### src/include/scm_pkg.sv
`default_nettype none
package scm_pkg;

	// Reference clock and timing
	localparam int unsigned CLK_HZ = 20_000_000;
	localparam int unsigned PRI_FAIL_HZ = 1_000;
	localparam int unsigned PRI_FAIL_CYC = CLK_HZ / PRI_FAIL_HZ;
	localparam int unsigned WDT_FAIL_CYC = 8_000;
	localparam int unsigned FAST_FLASH_HZ = 10_000_000;
	localparam logic [7:0] FAST_RATIO_MIN = 8'((CLK_HZ + FAST_FLASH_HZ - 1) / FAST_FLASH_HZ);

	// Unlock keys and reset values
	localparam logic [7:0] UNLOCK_KEY1 = 8'he7;
	localparam logic [7:0] UNLOCK_KEY2 = 8'h18;
	localparam logic [7:0] CTRL_RST = 8'ha0;
	localparam logic [7:0] RATIO_RST = 8'h00;
	localparam logic [7:0] RATIO_LOW_POWER = 8'h08;

	// Oscillator level vector positions
	localparam int unsigned OSC_IPO = 0;
	localparam int unsigned OSC_XTAL = 1;
	localparam int unsigned OSC_WDT = 2;
	localparam int unsigned OSC_NUM = 3;

	typedef enum logic [1:0] {
		SCM_SRC_IPO = 2'h0,
		SCM_SRC_XTAL = 2'h1,
		SCM_SRC_WDT = 2'h2,
		SCM_SRC_RSVD = 2'h3
	} scm_src_t;

	// Field layout of osc_control_reg, bit 7 down to bit 0
	typedef struct packed {
		logic int_en;
		logic xtl_en;
		logic wdt_en;
		logic primary_fail_detect_enable;
		logic watchdog_osc_fail_detect_enable;
		logic flash_low_power_enable;
		scm_src_t sel;
	} scm_ctrl_t;

	typedef enum logic [2:0] {
		SCM_LK_LOCKED = 3'h1,
		SCM_LK_KEY1 = 3'h2,
		SCM_LK_OPEN = 3'h4
	} scm_lock_t;

	typedef struct packed {
		logic [OSC_NUM-1:0] meta;
		logic [OSC_NUM-1:0] sync;
	} scm_sync_t;

	typedef struct packed {
		scm_lock_t lock;
		scm_ctrl_t ctrl;
		logic [7:0] ratio;
		logic init_done;
		scm_src_t cur_sel;
		logic src_prev;
		logic [7:0] div_cnt;
		logic sys_clk;
		logic [15:0] pri_cnt;
		logic pri_failed;
		logic failover;
		logic wdt_prev;
		logic [15:0] wdt_cnt;
		logic wdt_failed;
		logic pri_exc;
		logic wdt_exc;
		logic flash_pd;
	} scm_state_t;

endpackage
`default_nettype wire

### src/design/scm_clock_ctrl.sv
// Contract
// - System clock chosen from precision, crystal and watchdog oscillators.
// - Reset selects the internal precision oscillator; control register may change it.
// - Selected clock passes a programmable ratio divider.
// - Flash is powered down in part of each slow clock period.
// - Unlock needs E7h then 18h written to the control register.
// - Write after unlock updates the register, then it locks again.
// - Any other control register write is ignored.
// - Only key order matters; other register accesses may come between keys.
// - Low-power option clear at reset sets flash low power and ratio 08h.
// - Primary oscillator failure with detect enable raises an exception.
// - Primary failure switches the system clock to the watchdog oscillator.
// - No failover when the watchdog oscillator is already selected.
// - Primary failure declared below about 1 kHz.
// - Watchdog oscillator failure raises an exception, no clock change.
// - After watchdog failure, primary failure detection stops.
// - Watchdog failure after 8000 system clocks without a watchdog edge.
`timescale 1ns/100ps
`default_nettype none
module scm_clock_ctrl #(
	parameter int unsigned PRI_FAIL_CYCLES = scm_pkg::PRI_FAIL_CYC,
	parameter int unsigned WDT_FAIL_CYCLES = scm_pkg::WDT_FAIL_CYC
) (
	input wire logic i_clk,
	input wire logic i_rst_n,
	input wire logic i_ipo_osc,
	input wire logic i_xtal_osc,
	input wire logic i_wdt_osc,
	input wire logic i_low_power_option_bit,
	input wire logic i_ctrl_wr_stb,
	input wire logic [7:0] i_ctrl_wr_data,
	input wire logic i_ratio_wr_stb,
	input wire logic [7:0] i_ratio_wr_data,
	output scm_pkg::scm_ctrl_t o_osc_control_reg,
	output logic [7:0] o_clock_ratio_reg,
	output logic o_unlocked,
	output scm_pkg::scm_src_t o_active_src,
	output logic o_sys_clk,
	output logic o_flash_pd,
	output logic o_pri_fail_exc,
	output logic o_wdt_fail_exc,
	output logic o_pri_failed,
	output logic o_wdt_failed
);
	import scm_pkg::*;

	localparam logic [15:0] PRI_LAST = 16'(PRI_FAIL_CYCLES - 1);
	localparam logic [15:0] WDT_LAST = 16'(WDT_FAIL_CYCLES - 1);

	scm_state_t st_r;
	scm_state_t st_nxt;
	logic [OSC_NUM-1:0] osc_sync;

	// Level of one source, gated by its enable
	function automatic logic src_level(input scm_src_t sel,
			input logic [OSC_NUM-1:0] lvl, input scm_ctrl_t c);
		logic res;
		res = 1'b0;
		case (sel)
			SCM_SRC_XTAL: res = lvl[OSC_XTAL] & c.xtl_en;
			SCM_SRC_WDT: res = lvl[OSC_WDT] & c.wdt_en;
			default: res = lvl[OSC_IPO] & c.int_en;
		endcase
		return res;
	endfunction

	// Reserved code falls back to the precision oscillator
	function automatic scm_src_t src_map(input scm_src_t sel);
		scm_src_t res;
		res = sel;
		if (sel == SCM_SRC_RSVD) begin
			res = SCM_SRC_IPO;
		end
		return res;
	endfunction

	// Oscillators are foreign to i_clk
	scm_sync u_sync (
		.i_clk(i_clk),
		.i_rst_n(i_rst_n),
		.i_async({i_wdt_osc, i_xtal_osc, i_ipo_osc}),
		.o_sync(osc_sync)
	);

	logic mux_lvl;
	logic mux_rise;
	logic tgt_lvl;
	logic cur_lvl;
	logic sys_rise;
	logic wdt_rise;
	logic ctrl_commit;
	logic pri_active;
	logic wdt_active;
	scm_src_t tgt_sel;

	always_comb begin
		st_nxt = st_r;
		st_nxt.pri_exc = 1'b0;
		st_nxt.wdt_exc = 1'b0;
		ctrl_commit = 1'b0;
		tgt_sel = SCM_SRC_IPO;
		mux_lvl = 1'b0;
		mux_rise = 1'b0;
		tgt_lvl = 1'b0;
		cur_lvl = 1'b0;
		sys_rise = 1'b0;
		wdt_rise = 1'b0;
		pri_active = 1'b0;
		wdt_active = 1'b0;

		// Strap capture in the first cycle after reset release
		if (!st_r.init_done) begin
			st_nxt.init_done = 1'b1;
			if (!i_low_power_option_bit) begin
				st_nxt.ctrl.flash_low_power_enable = 1'b1;
				st_nxt.ratio = RATIO_LOW_POWER;
			end
		end else begin
			// Guarded control register write sequence
			if (i_ctrl_wr_stb) begin
				case (st_r.lock)
					SCM_LK_LOCKED: begin
						if (i_ctrl_wr_data == UNLOCK_KEY1) begin
							st_nxt.lock = SCM_LK_KEY1;
						end
					end
					SCM_LK_KEY1: begin
						if (i_ctrl_wr_data == UNLOCK_KEY2) begin
							st_nxt.lock = SCM_LK_OPEN;
						end else if (i_ctrl_wr_data == UNLOCK_KEY1) begin
							st_nxt.lock = SCM_LK_KEY1;
						end else begin
							st_nxt.lock = SCM_LK_LOCKED;
						end
					end
					SCM_LK_OPEN: begin
						st_nxt.ctrl = scm_ctrl_t'(i_ctrl_wr_data);
						st_nxt.lock = SCM_LK_LOCKED;
						ctrl_commit = 1'b1;
					end
					default: begin
						st_nxt.lock = SCM_LK_LOCKED;
					end
				endcase
			end
			// Ratio register is a plain store
			if (i_ratio_wr_stb) begin
				st_nxt.ratio = i_ratio_wr_data;
			end
		end
		// Other registers never touch the lock state

		// Source choice, forced to watchdog on failover
		tgt_sel = st_r.failover ? SCM_SRC_WDT : src_map(st_r.ctrl.sel);
		cur_lvl = src_level(st_r.cur_sel, osc_sync, st_r.ctrl);
		tgt_lvl = src_level(tgt_sel, osc_sync, st_r.ctrl);

		// Hand over while both sources sit low; on failover only the target must be low
		if (st_r.cur_sel != tgt_sel && !tgt_lvl &&
				(!cur_lvl || st_r.failover)) begin
			st_nxt.cur_sel = tgt_sel;
		end
		mux_lvl = src_level(st_nxt.cur_sel, osc_sync, st_r.ctrl);
		mux_rise = mux_lvl & ~st_r.src_prev;
		st_nxt.src_prev = mux_lvl;

		// Divider steps on rising edges of the muxed source
		if (st_r.ratio <= 8'h01) begin
			st_nxt.sys_clk = mux_lvl;
			st_nxt.div_cnt = 8'h00;
		end else if (mux_rise) begin
			if (st_r.div_cnt >= st_r.ratio - 8'h01) begin
				st_nxt.div_cnt = 8'h00;
			end else begin
				st_nxt.div_cnt = st_r.div_cnt + 8'h01;
			end
			st_nxt.sys_clk = st_nxt.div_cnt < (st_r.ratio >> 1);
		end
		sys_rise = st_nxt.sys_clk & ~st_r.sys_clk;

		// Flash sleeps in the low phase of a slow clock
		st_nxt.flash_pd = st_r.ctrl.flash_low_power_enable & ~st_nxt.sys_clk &
			(st_nxt.cur_sel != SCM_SRC_XTAL ||
			st_r.ratio >= FAST_RATIO_MIN);

		// A committed write rearms primary detection
		if (ctrl_commit) begin
			st_nxt.pri_failed = 1'b0;
			st_nxt.failover = 1'b0;
		end

		// Primary watch: i_clk cycles since last source edge
		pri_active = st_r.ctrl.primary_fail_detect_enable & ~st_r.wdt_failed &
			~st_r.pri_failed & (st_r.cur_sel != SCM_SRC_WDT);
		if (!pri_active || mux_rise) begin
			st_nxt.pri_cnt = 16'h0000;
		end else if (st_r.pri_cnt == PRI_LAST) begin
			st_nxt.pri_cnt = 16'h0000;
			st_nxt.pri_failed = 1'b1;
			st_nxt.pri_exc = 1'b1;
			if (src_map(st_r.ctrl.sel) != SCM_SRC_WDT) begin
				st_nxt.failover = 1'b1;
			end
		end else begin
			st_nxt.pri_cnt = st_r.pri_cnt + 16'h0001;
		end

		// Watchdog watch: system clocks since last watchdog edge
		wdt_rise = osc_sync[OSC_WDT] & ~st_r.wdt_prev;
		st_nxt.wdt_prev = osc_sync[OSC_WDT];
		wdt_active = st_r.ctrl.watchdog_osc_fail_detect_enable &
			~st_r.wdt_failed;
		if (!wdt_active || wdt_rise) begin
			st_nxt.wdt_cnt = 16'h0000;
		end else if (sys_rise) begin
			if (st_r.wdt_cnt == WDT_LAST) begin
				st_nxt.wdt_failed = 1'b1;
				st_nxt.wdt_exc = 1'b1;
			end else begin
				st_nxt.wdt_cnt = st_r.wdt_cnt + 16'h0001;
			end
		end
	end

	// State register, reset picks the precision oscillator
	always_ff @(posedge i_clk or negedge i_rst_n) begin
		if (!i_rst_n) begin
			st_r <= '0;
			st_r.lock <= SCM_LK_LOCKED;
			st_r.ctrl <= scm_ctrl_t'(CTRL_RST);
			st_r.ratio <= RATIO_RST;
			st_r.cur_sel <= SCM_SRC_IPO;
		end else begin
			st_r <= st_nxt;
		end
	end

	// Outputs straight from the state register
	assign o_osc_control_reg = st_r.ctrl;
	assign o_clock_ratio_reg = st_r.ratio;
	assign o_unlocked = st_r.lock[2]; // One-hot open bit, no decode
	assign o_active_src = st_r.cur_sel;
	assign o_sys_clk = st_r.sys_clk;
	assign o_flash_pd = st_r.flash_pd;
	assign o_pri_fail_exc = st_r.pri_exc;
	assign o_wdt_fail_exc = st_r.wdt_exc;
	assign o_pri_failed = st_r.pri_failed;
	assign o_wdt_failed = st_r.wdt_failed;

endmodule // scm_clock_ctrl
`default_nettype wire

### src/design/scm_sync.sv
`timescale 1ns/100ps
`default_nettype none
module scm_sync (
	input wire logic i_clk,
	input wire logic i_rst_n,
	input wire logic [scm_pkg::OSC_NUM-1:0] i_async,
	output logic [scm_pkg::OSC_NUM-1:0] o_sync
);
	import scm_pkg::*;

	scm_sync_t st_r;
	scm_sync_t st_nxt;

	// Two-stage capture of the oscillator levels
	always_comb begin
		st_nxt.meta = i_async;
		st_nxt.sync = st_r.meta;
	end

	always_ff @(posedge i_clk or negedge i_rst_n) begin
		if (!i_rst_n) begin
			st_r <= '0;
		end else begin
			st_r <= st_nxt;
		end
	end

	assign o_sync = st_r.sync;

endmodule // scm_sync
`default_nettype wire

### config.mk
export PLATFORM = sky130hd
export DESIGN_NAME = scm_clock_ctrl
export DESIGN_NICKNAME = d
export VERILOG_FILES = /design/src/include/scm_pkg.sv /design/src/design/scm_clock_ctrl.sv /design/src/design/scm_sync.sv
export SDC_FILE = /design/constraint.sdc
export NUM_CORES = 1
export LEC_CHECK = 0
export ABC_AREA = 1
export BUFFER_PORTS_ARGS = -buffer_cell sky130_fd_sc_hd__clkbuf_2
export CAP_MARGIN = 20
export CORE_ASPECT_RATIO = 0.75
export CORE_UTILIZATION = 35
export CTS_CLUSTER_SIZE = 28
export DETAILED_ROUTE_END_ITERATION = 10
export SLEW_MARGIN = 20
export SYNTH_ARGS = -nofsm -noshare
export SYNTH_HDL_FRONTEND = slang
export SYNTH_SLANG_ARGS = --single-unit
### constraint.sdc
create_clock -name i_clk -period 4.31 [get_ports i_clk]
set_clock_uncertainty 0.1 [all_clocks]
set_input_delay 0.862 -clock i_clk [delete_from_list [all_inputs] [get_ports i_clk]]
set_output_delay 0.862 -clock i_clk [all_outputs]
set_load 0.05 [all_outputs]
# Word level (Yosys, flattened, before mapping)
# Index checks and enable logic that the tools add are counted.
# classes
reduce_logical	18
n_lt_le_gt_ge	4
n_mul	0
n_mux	42
n_eq_ne	24
bitwise_logic	19
addsub	4
div_mod_pow	0
shifts	0
# op_table
operator	count
2-to-1 mux 16 bit	4
2-to-1 mux 8 bit	6
adder 16 x 1 -> 16 bit (second input constant)	2
2-to-1 mux 2 bit	9
2-to-1 mux 9 bit	2
2-to-1 mux 17 bit	1
== test 16 x 13 -> 1 bit (second input constant)	1
== test 16 x 15 -> 1 bit (second input constant)	1
bitwise AND 1 bit	12
2-to-1 mux 1 bit	12
2-to-1 mux 3 bit	4
inequality test 2 bit (second input constant)	6
AND reduction 3 bit	4
adder 8 x 1 -> 8 bit (second input constant)	1
== test 2 bit (second input constant)	4
== test 8 x 5 -> 1 bit (second input constant)	1
== test 8 bit (second input constant)	1
greater-or-equal comparator 8 x 2 -> 1 bit (second input constant)	1
greater-or-equal comparator 8 bit	1
less-or-equal comparator 8 x 1 -> 1 bit (second input constant)	1
< comparator 8 x 7 -> 1 bit	1
subtractor 8 x 1 -> 8 bit (second input constant)	1
NOT 1 bit	7
== test 2 x 1 -> 1 bit (second input constant)	3
other kinds (12)	25
# word_totals
n_memories	0
word_cells	136
ramBits	0
latchBits	0
input_bits	24
ff_bits	77
mem_bits_ro	0
out_inout_bits	25

# Depth between registers and ports, before layout
# Gate-level depths: netlist (run 1).
# logic_depth
word_depth	20
ltp_mapped	29
depth_no_buf	29

# Cells and area by module
# A second synthesis (run 1) with hierarchy kept.
# unflattened
hier_cells	555
area_unflattened_um2	4662.0
# modules_own_cells
module	cells_each	n_inst	area_per_inst_um2	seq_area_each_um2
scm_clock_ctrl	549	1	4511.8	1780.5
scm_sync	6	1	150.1	150.1

# Worst setup path before layout (run 1)
# No wires, ideal clock.
# synth_timing
path_type	flip-flop to flip-flop
start	register st_r, in the netlist o_osc_control_reg[1]
end	register st_r[13] (netlist bit)
t_required_ps	4091
period_less_slack_ps	3210
setup_time_ps	119
path_slack_ps	1100
path_stages_with_launch	28
path_buffers	1
arrival_time_ps	2992
path_cell_list	dfrtp_1 inv_1 nor2_1 nor2_1 inv_1 ha_1 a21oi_1 a21oi_1 o311ai_1 nand2_1 o21a_1 inv_1 ha_1 nand2_1 o21ai_2 clkinv_2 nand2_4 nor2_4 inv_2 nor2_2 o211ai_2 inv_2 nand2_4 nand2_4 nand3_4 buf_12 nand3_2 nand2_1
# synth_rtl
element	line_no	rtl
from (decl)	scm_clock_ctrl.sv:50	scm_state_t st_r;
from (signal assigned)	scm_clock_ctrl.sv:234	st_r <= st_nxt;

==> results of run 1 <==
## routing by layer
metal	GRT usage (%)	wire length (um)	vias up
met4	5.70	47	0
met3	4.46	641	2
met5	0	0	-
li1	-	-	1866
met1	24.3	5440	1742
met2	23.9	4660	75
## how the worst max path moves through the flow
stage	endpoint	slack, ns	depth (start not counted)
detailed placement	o_wdt_failed	0.51	23
global route	st_r[7]	0.08	24
finish	st_r[7]	0.51	24
CTS	st_r[7]	0.49	24
global placement	o_wdt_failed	0.61	23
floorplan	st_r[13]	1.10	27
## per-stage QoR
step | total power, mW | instance area (um2) | util [%] | hold slack, ns
after floorplan | 1.39 | 4680 | - | 0.231
after global placement | 1.49 | 4950 | 38.0 | 0.236
after detailed placement | 1.50 | 4950 | 38.0 | 0.237
after CTS | 2.24 | 5230 | 40.2 | 0.254
after global routing | 2.35 | 5240 | 40.3 | 0.255
final | 2.22 | 5240 | 40.3 | 0.250
## logic make-up after synthesis
kind of cell             Yosys count
buffers and inverters            117
XOR/XNOR                          26
adder cells (fa/ha/maj)           26
AO/OA/AOI/OAI                     55
AND/OR/NAND/NOR                  255
flip-flops                        77
other                              1
## power by group through the flow
stage	registers (mW)	clock network [mW]	logic (mW)
2_1_floorplan	0.851	0	0.539
3_3_place_gp	0.829	0	0.658
3_5_place_dp	0.829	0	0.674
4_1_cts	0.816	0.747	0.678
5_1_grt	0.822	0.780	0.751
6_report	0.817	0.723	0.681
## synthesized netlist by cell type (all sizes together), types with 2 or more instances
| library cell | count |
|---|---|
| nand3 | 49 |
| nand4 | 16 |
| o21a | 2 |
| inv | 88 |
| nor2 | 44 |
| nand2 | 112 |
| dfrtp | 74 |
| nor3b | 7 |
| o211ai | 2 |
| clkinv | 4 |
| nor4 | 8 |
| xnor2 | 6 |
| o21ai | 22 |
| a31oi | 3 |
| o22ai | 9 |
| ha | 26 |
| buf | 22 |
| clkbuf | 3 |
| dfstp | 3 |
| xor2 | 20 |
| a21oi | 12 |
| nor3 | 16 |
## cell type report
type,instances,area share (%)
Timing Repair Buffer,49,4.84
Clock buffer,9,4.29
Tap cell,171,4.08
Clock inverter,7,1.07
Inverter,92,6.61
Multi-Input combinational cell,363,42.3
Sequential cell,77,36.8
## cell usage in the layout, fill, tap and decap left out, drive strengths merged, types with 2 or more instances in the layout
master,count
a21oi,12
a31oi,3
buf,2
clkbuf,56
clkinv,7
dfrtp,74
dfstp,3
ha,26
inv,91
nand2,112
nand3,49
nand4,16
nor2,44
nor3,16
nor3b,7
nor4,8
o211ai,2
o21a,2
o21ai,22
o22ai,9
xnor2,6
xor2,20
==> results.sh, run 1 <==
export IMPL_grt_first_pass_wirelength_um=17700
export IMPL_syn_area_um2=4680
export IMPL_power_frac_comb_pct=30.7
export IMPL_clockRootBuffer="clkbuf_16"
export IMPL_antennaDiodeCount=0
export IMPL_power_share_sequential_pct=36.8
export IMPL_hold_class="reg2reg"
export IMPL_final_period_minus_worst_setup_slack_ns=3.80
export IMPL_max_slew_worst_pin_slew_ns=0.718
export IMPL_synth_nets=607
export IMPL_final_cells=768
export IMPL_drt_total_wl_um=10800
export IMPL_whs_endpoint="u_sync.o_sync[1]"
export IMPL_synth_xor_xnor_area_share_pct=4.87
export IMPL_timing_setup_tns_ns=0
export IMPL_postRouteAntennaNets=0
export IMPL_switching_share_pct=38.5
export IMPL_drt_vias_per_instance=4.80
export IMPL_synthCells=557
export IMPL_p_leak_nw=2.64
export IMPL_synth_compound_area_share_pct=7.28
export IMPL_clkLatencyLatePin_ns=0.34
export IMPL_die_w_um=135
export IMPL_synthAdderAreaFrac_pct=6.96
export IMPL_max_freq_mhz=263
export IMPL_gp_congestion=0.832
export IMPL_max_stage_delay_ns=0.40
export IMPL_synth_top_cell_area_share_pct=39.6
export IMPL_report_final_setup_viol=0
export IMPL_cts_hold_buffers_added=0
export IMPL_regArea_um2=1930
export IMPL_timing_max_transition_violations_final=0
export IMPL_dieArea_um2=13800
export IMPL_synth_top_family_by_area="simple AND/OR/NAND/NOR gates"
export IMPL_fillCellCount=1288
export IMPL_worst_r2r_path_depth=24
export IMPL_max_vdd_ir_drop_mv=0.215
export IMPL_drt_drc=0
export IMPL_synthTopCellsByArea="dfrtp_1, nand2_1, ha_1"
export IMPL_synth_edff_count=0
export IMPL_final_nets=642
export IMPL_cts_resized=0
export IMPL_start_util_pct=35.9
export IMPL_floorplan_io_pins=49
export IMPL_largest_reg_flops=46
export IMPL_worst_path_buf_inv=5
export IMPL_chip_height_um=102
export IMPL_worst_hold_path_num_cells=0
export IMPL_grt_max_degree=78
export IMPL_synth_cell_type_count=49
export IMPL_r2r_slack_ns=0.51
export IMPL_reg_to_reg_start="o_osc_control_reg[1]"
export IMPL_cts_buffers_inserted=9
export IMPL_cts_reportedPaths_clkPinSlew_ns=0.06
export IMPL_std_cell_rows=36
export IMPL_yosysTopAreaCell="dfrtp_1"
export IMPL_tritoncts_clock_tree="done"
export IMPL_setup_worst_path_class="reg2reg"
export IMPL_synth_main_ff_cell="dfrtp_1"
export IMPL_holdCritStartpoint="u_sync.st_nxt[1]"
export IMPL_place_inst=752
export IMPL_timing_critical_path_from="o_osc_control_reg[1]"
export IMPL_switching_power_uw=854
export IMPL_ys_warn_count=0
export IMPL_detail_route_first_pass_iterations=4
export IMPL_first_iter_violations=174
export IMPL_rsz0062_at_grt="false"
export IMPL_grt_ovfl_total=0
export IMPL_synth_async_sr_flop_share_pct=100
export IMPL_power_internal_mw=1.37
export IMPL_synthMuxAreaShare_pct=0
export IMPL_floorplan_core_area_um2=13000
export IMPL_total_via_count_in_the_routed_design=3685
export IMPL_hpwl_um=7960
export IMPL_postSynthAreaPerCell_um2=8.40
export IMPL_multi_input_combinational_cell_area_um2=2220
export IMPL_setup_worst_path_end_class="flip-flop"
export IMPL_groute_usage_overall_pct=16.7
export IMPL_worst_slack_ns=0.513
export IMPL_crit_family="simple AND/OR/NAND/NOR gates"
export IMPL_power_density_nw_per_um2=424
export IMPL_wire_per_inst_um=14.0
export IMPL_path_max_fanout=16
export IMPL_maxCapViolations=0
export IMPL_ys_ff_latch=77
export IMPL_critPathArrivalTime_ns=3.92
export IMPL_startpoint_type="flip-flop"
export IMPL_htree_levels=3
export IMPL_timing_rr_end="st_r[7]"
export IMPL_initial_antenna_violation_count=0
export IMPL_status="finished, final reports clean"
export IMPL_final_layout_size_suffix_gt1_share_pct=19.6
export IMPL_share_clk_of_total_power_pct=32.6
export IMPL_crit_path_top_delay_cell="dfrtp_1"
export IMPL_tritoncts_num_sinks=77
export IMPL_postCtsSetupRepairBufs=0
export IMPL_worst_ep_required_time_ns=4.43
export IMPL_preCtsSetupSlack_ns=0.515
export IMPL_final_hold_viol_count=0
export IMPL_yosysSeqAreaShare_pct=41.3
export IMPL_worst_relative_slew_slack_pct=52.1
export IMPL_cts_buffer_depth=2
export IMPL_synthSimpleGateAreaFrac_pct=28.0
export IMPL_period_share_pct=88.1
export IMPL_worstPathCellList="inv_1, nor2_1, nor2_1, inv_1, ha_1, a21oi_1, a21oi_1, o311ai_1, nand2_1, o21a_1, inv_1, ha_1, nand3_1, nand2_1, o21ai_2, clkinv_2, nand2_4, nand2_2, o22ai_1, inv_2, nand2_4, nand3_4, nand3_1, nand2_1"
export IMPL_count_of_buffers_inserted_at_the_top_level_ports=48
export IMPL_area_delta_synth_final_pct=12.1
export IMPL_grt_pass1_vias=3436
Note: power is estimated with default switching activity, not from simulation.
==> run 2: changes to the inputs <==
--- a/config.mk
+++ b/config.mk
@@ -8,10 +8,13 @@
 export ABC_AREA = 1
 export BUFFER_PORTS_ARGS = -buffer_cell sky130_fd_sc_hd__clkbuf_2
 export CAP_MARGIN = 20
+export CELL_PAD_IN_SITES_DETAIL_PLACEMENT = 1
+export CELL_PAD_IN_SITES_GLOBAL_PLACEMENT = 1
 export CORE_ASPECT_RATIO = 0.75
 export CORE_UTILIZATION = 35
 export CTS_CLUSTER_SIZE = 28
 export DETAILED_ROUTE_END_ITERATION = 10
+export PLACE_DENSITY_LB_ADDON = 0.1
 export SLEW_MARGIN = 20
 export SYNTH_ARGS = -nofsm -noshare
 export SYNTH_HDL_FRONTEND = slang
==> run 2 against run 1 <==
Combinational power rose by 2%. Non-clock buffer count is the same. Die area unchanged. First-iteration DRC count fell by 24%. Critical path depth is the same. Cell count fell by 0.13%. Flip-flop and latch count unchanged. Utilization hardly changed. Largest power group unchanged.
==> results.sh, run 2 (synthesis gave the netlist of run 1 again) <==
export IMPL_setup_worst_path_class="reg2reg"
export IMPL_drt_vias_per_instance=4.88
export IMPL_path_max_fanout=16
export IMPL_grt_ovfl_total=0
export IMPL_postCtsSetupRepairBufs=0
export IMPL_tritoncts_num_sinks=77
export IMPL_worst_relative_slew_slack_pct=50.8
export IMPL_chip_height_um=102
export IMPL_total_via_count_in_the_routed_design=3743
export IMPL_startpoint_type="flip-flop"
export IMPL_final_area_um2=5250
export IMPL_max_vdd_ir_drop_mv=0.265
export IMPL_share_clk_of_total_power_pct=33.6
export IMPL_postRouteAntennaNets=0
export IMPL_layout_cells_most_common="nand2_1"
export IMPL_critPathArrivalTime_ns=3.95
export IMPL_cts_buffer_depth=2
export IMPL_rsz0062_at_grt="false"
export IMPL_power_frac_comb_pct=30.5
export IMPL_final_layout_size_suffix_gt1_share_pct=19.1
export IMPL_gp_congestion=0.797
export IMPL_power_density_nw_per_um2=434
export IMPL_report_final_setup_viol=0
export IMPL_period_share_pct=89.0
export IMPL_start_util_pct=35.9
export IMPL_max_freq_mhz=261
export IMPL_timing_critical_path_from="o_osc_control_reg[1]"
export IMPL_holdCritStartpoint="u_sync.st_nxt[1]"
export IMPL_finalCoreUtilization_pct=40.3
export IMPL_tritoncts_clock_tree="done"
export IMPL_grt_max_degree=78
export IMPL_status="finished, final reports clean"
export IMPL_reg_to_reg_start="o_osc_control_reg[1]"
export IMPL_hold_class="reg2reg"
export IMPL_setup_worst_path_end_class="flip-flop"
export IMPL_grt_first_pass_wirelength_um=20100
export IMPL_detail_route_first_pass_iterations=4
export IMPL_grt_pass1_vias=3844
export IMPL_power_share_sequential_pct=35.9
export IMPL_detailed_place_area_um2=4950
export IMPL_first_iter_violations=132
export IMPL_largest_reg_flops=46
export IMPL_worst_ep_required_time_ns=4.42
export IMPL_hpwl_um=9250
export IMPL_std_cell_rows=36
export IMPL_cts_resized=0
export IMPL_cts_buffers_inserted=9
export IMPL_initial_antenna_violation_count=0
export IMPL_cts_reportedPaths_clkPinSlew_ns=0.06
export IMPL_clockRootBuffer="clkbuf_16"
export IMPL_floorplan_core_area_um2=13000
export IMPL_switching_power_uw=846
export IMPL_count_of_buffers_inserted_at_the_top_level_ports=48
export IMPL_timing_setup_tns_ns=0
export IMPL_maxCapViolations=0
export IMPL_timing_max_transition_violations_final=0
export IMPL_groute_usage_overall_pct=19.2
export IMPL_final_hold_viol_count=0
export IMPL_max_slew_worst_pin_slew_ns=0.739
export IMPL_antennaDiodeCount=0
export IMPL_die_w_um=135
export IMPL_switching_share_pct=37.1
export IMPL_clkLatencyLatePin_ns=0.34
export IMPL_final_period_minus_worst_setup_slack_ns=3.84
export IMPL_htree_levels=3
export IMPL_floorplan_io_pins=49
export IMPL_power_internal_mw=1.43
export IMPL_p_leak_nw=2.64
export IMPL_most_common_layout_cells="nand2_1, inv_1, dfrtp_1"
export IMPL_final_nets=642
export IMPL_drt_total_wl_um=12000
export IMPL_area_delta_synth_final_pct=12.2
export IMPL_dieArea_um2=13800
export IMPL_wire_per_inst_um=15.7
export IMPL_cts_hold_buffers_added=0
export IMPL_drt_drc=0
-- run 2: cell count changes in the layout (fill, tap and decap cells not counted) --
cell       previous run  this run
inv_6                 3         0
clkbuf_1              0         2
bufinv_16             0         1
clkbuf_8              0         1
clkinv_2              2         1
clkinv_4              2         1
nor3_2                3         4
nor3_4                2         1
-- run 2: worst max-delay path, stage by stage, from the launching register on --
cell and delay, ns:
dfrtp_1 0.39, inv_1 0.08, nor2_1 0.05, nor2_1 0.26, inv_1 0.08, ha_1 0.31, a21oi_1 0.05, a21oi_1 0.13
o311ai_1 0.19, nand2_1 0.10, o21a_1 0.14, inv_1 0.06, ha_1 0.23, nand3_1 0.09, nand2_1 0.06, o21ai_2 0.20
clkinv_2 0.11, nand2_4 0.12, nand2_2 0.14, o22ai_1 0.17, inv_2 0.10, nand2_4 0.09, nand3_4 0.23, nand3_1 0.17
nand2_1 0.07
-- run 2: through the flow --
| stage | total power [mW] | setup WS (ns) | std cells | hold slack (ns) |
|---|---|---|---|---|
| after global placement | 1.52 | 0.500 | 752 | 0.234 |
| after detailed placement | 1.53 | 0.446 | 752 | 0.236 |
| after global routing | 2.43 | 0.0478 | 767 | 0.261 |
| after CTS | 2.32 | 0.420 | 767 | 0.250 |
| final | 2.28 | 0.473 | 767 | 0.249 |
| after floorplan | 1.39 | 1.10 | 557 | 0.231 |
-- run 2: path summary, 6_finish.rpt --
path	end	slack [ns]	cells after the start
hold / removal	u_sync.o_sync[1]	0.25	0
setup reg to reg	st_r[10]	0.47	24
setup / recovery	st_r[10]	0.47	24
max in group asynchronous	o_sys_clk	3.15	1
min in group asynchronous	st_r[38]	0.47	1
hold reg to reg	u_sync.o_sync[1]	0.25	0
-- run 2: per-layer routing --
metal	vias up	share of wire, %	global-route usage [%]
li1	1864	-	-
met1	1820	53	27.4
met2	51	43	29.3
met3	8	3.2	4.91
met4	0	0.79	4.15
met5	-	0	0
-- run 2: cell type report --
type | instances | area, um2
Tap cell | 171 | 214
Timing Repair Buffer | 49 | 254
Inverter | 92 | 347
Clock buffer | 12 | 246
Sequential cell | 77 | 1930
Fill cell | 1610 | 7770
Multi-Input combinational cell | 363 | 2210
Clock inverter | 3 | 46.3
-- run 2: power groups by stage --
| stage | Combinational [mW] | Clock [mW] | Sequential (mW) |
|---|---|---|---|
| after global placement | 0.694 | 0 | 0.830 |
| after CTS | 0.704 | 0.798 | 0.818 |
| after floorplan | 0.539 | 0 | 0.851 |
| after detailed placement | 0.703 | 0 | 0.830 |
| after global routing | 0.784 | 0.825 | 0.825 |
| final | 0.695 | 0.767 | 0.818 |
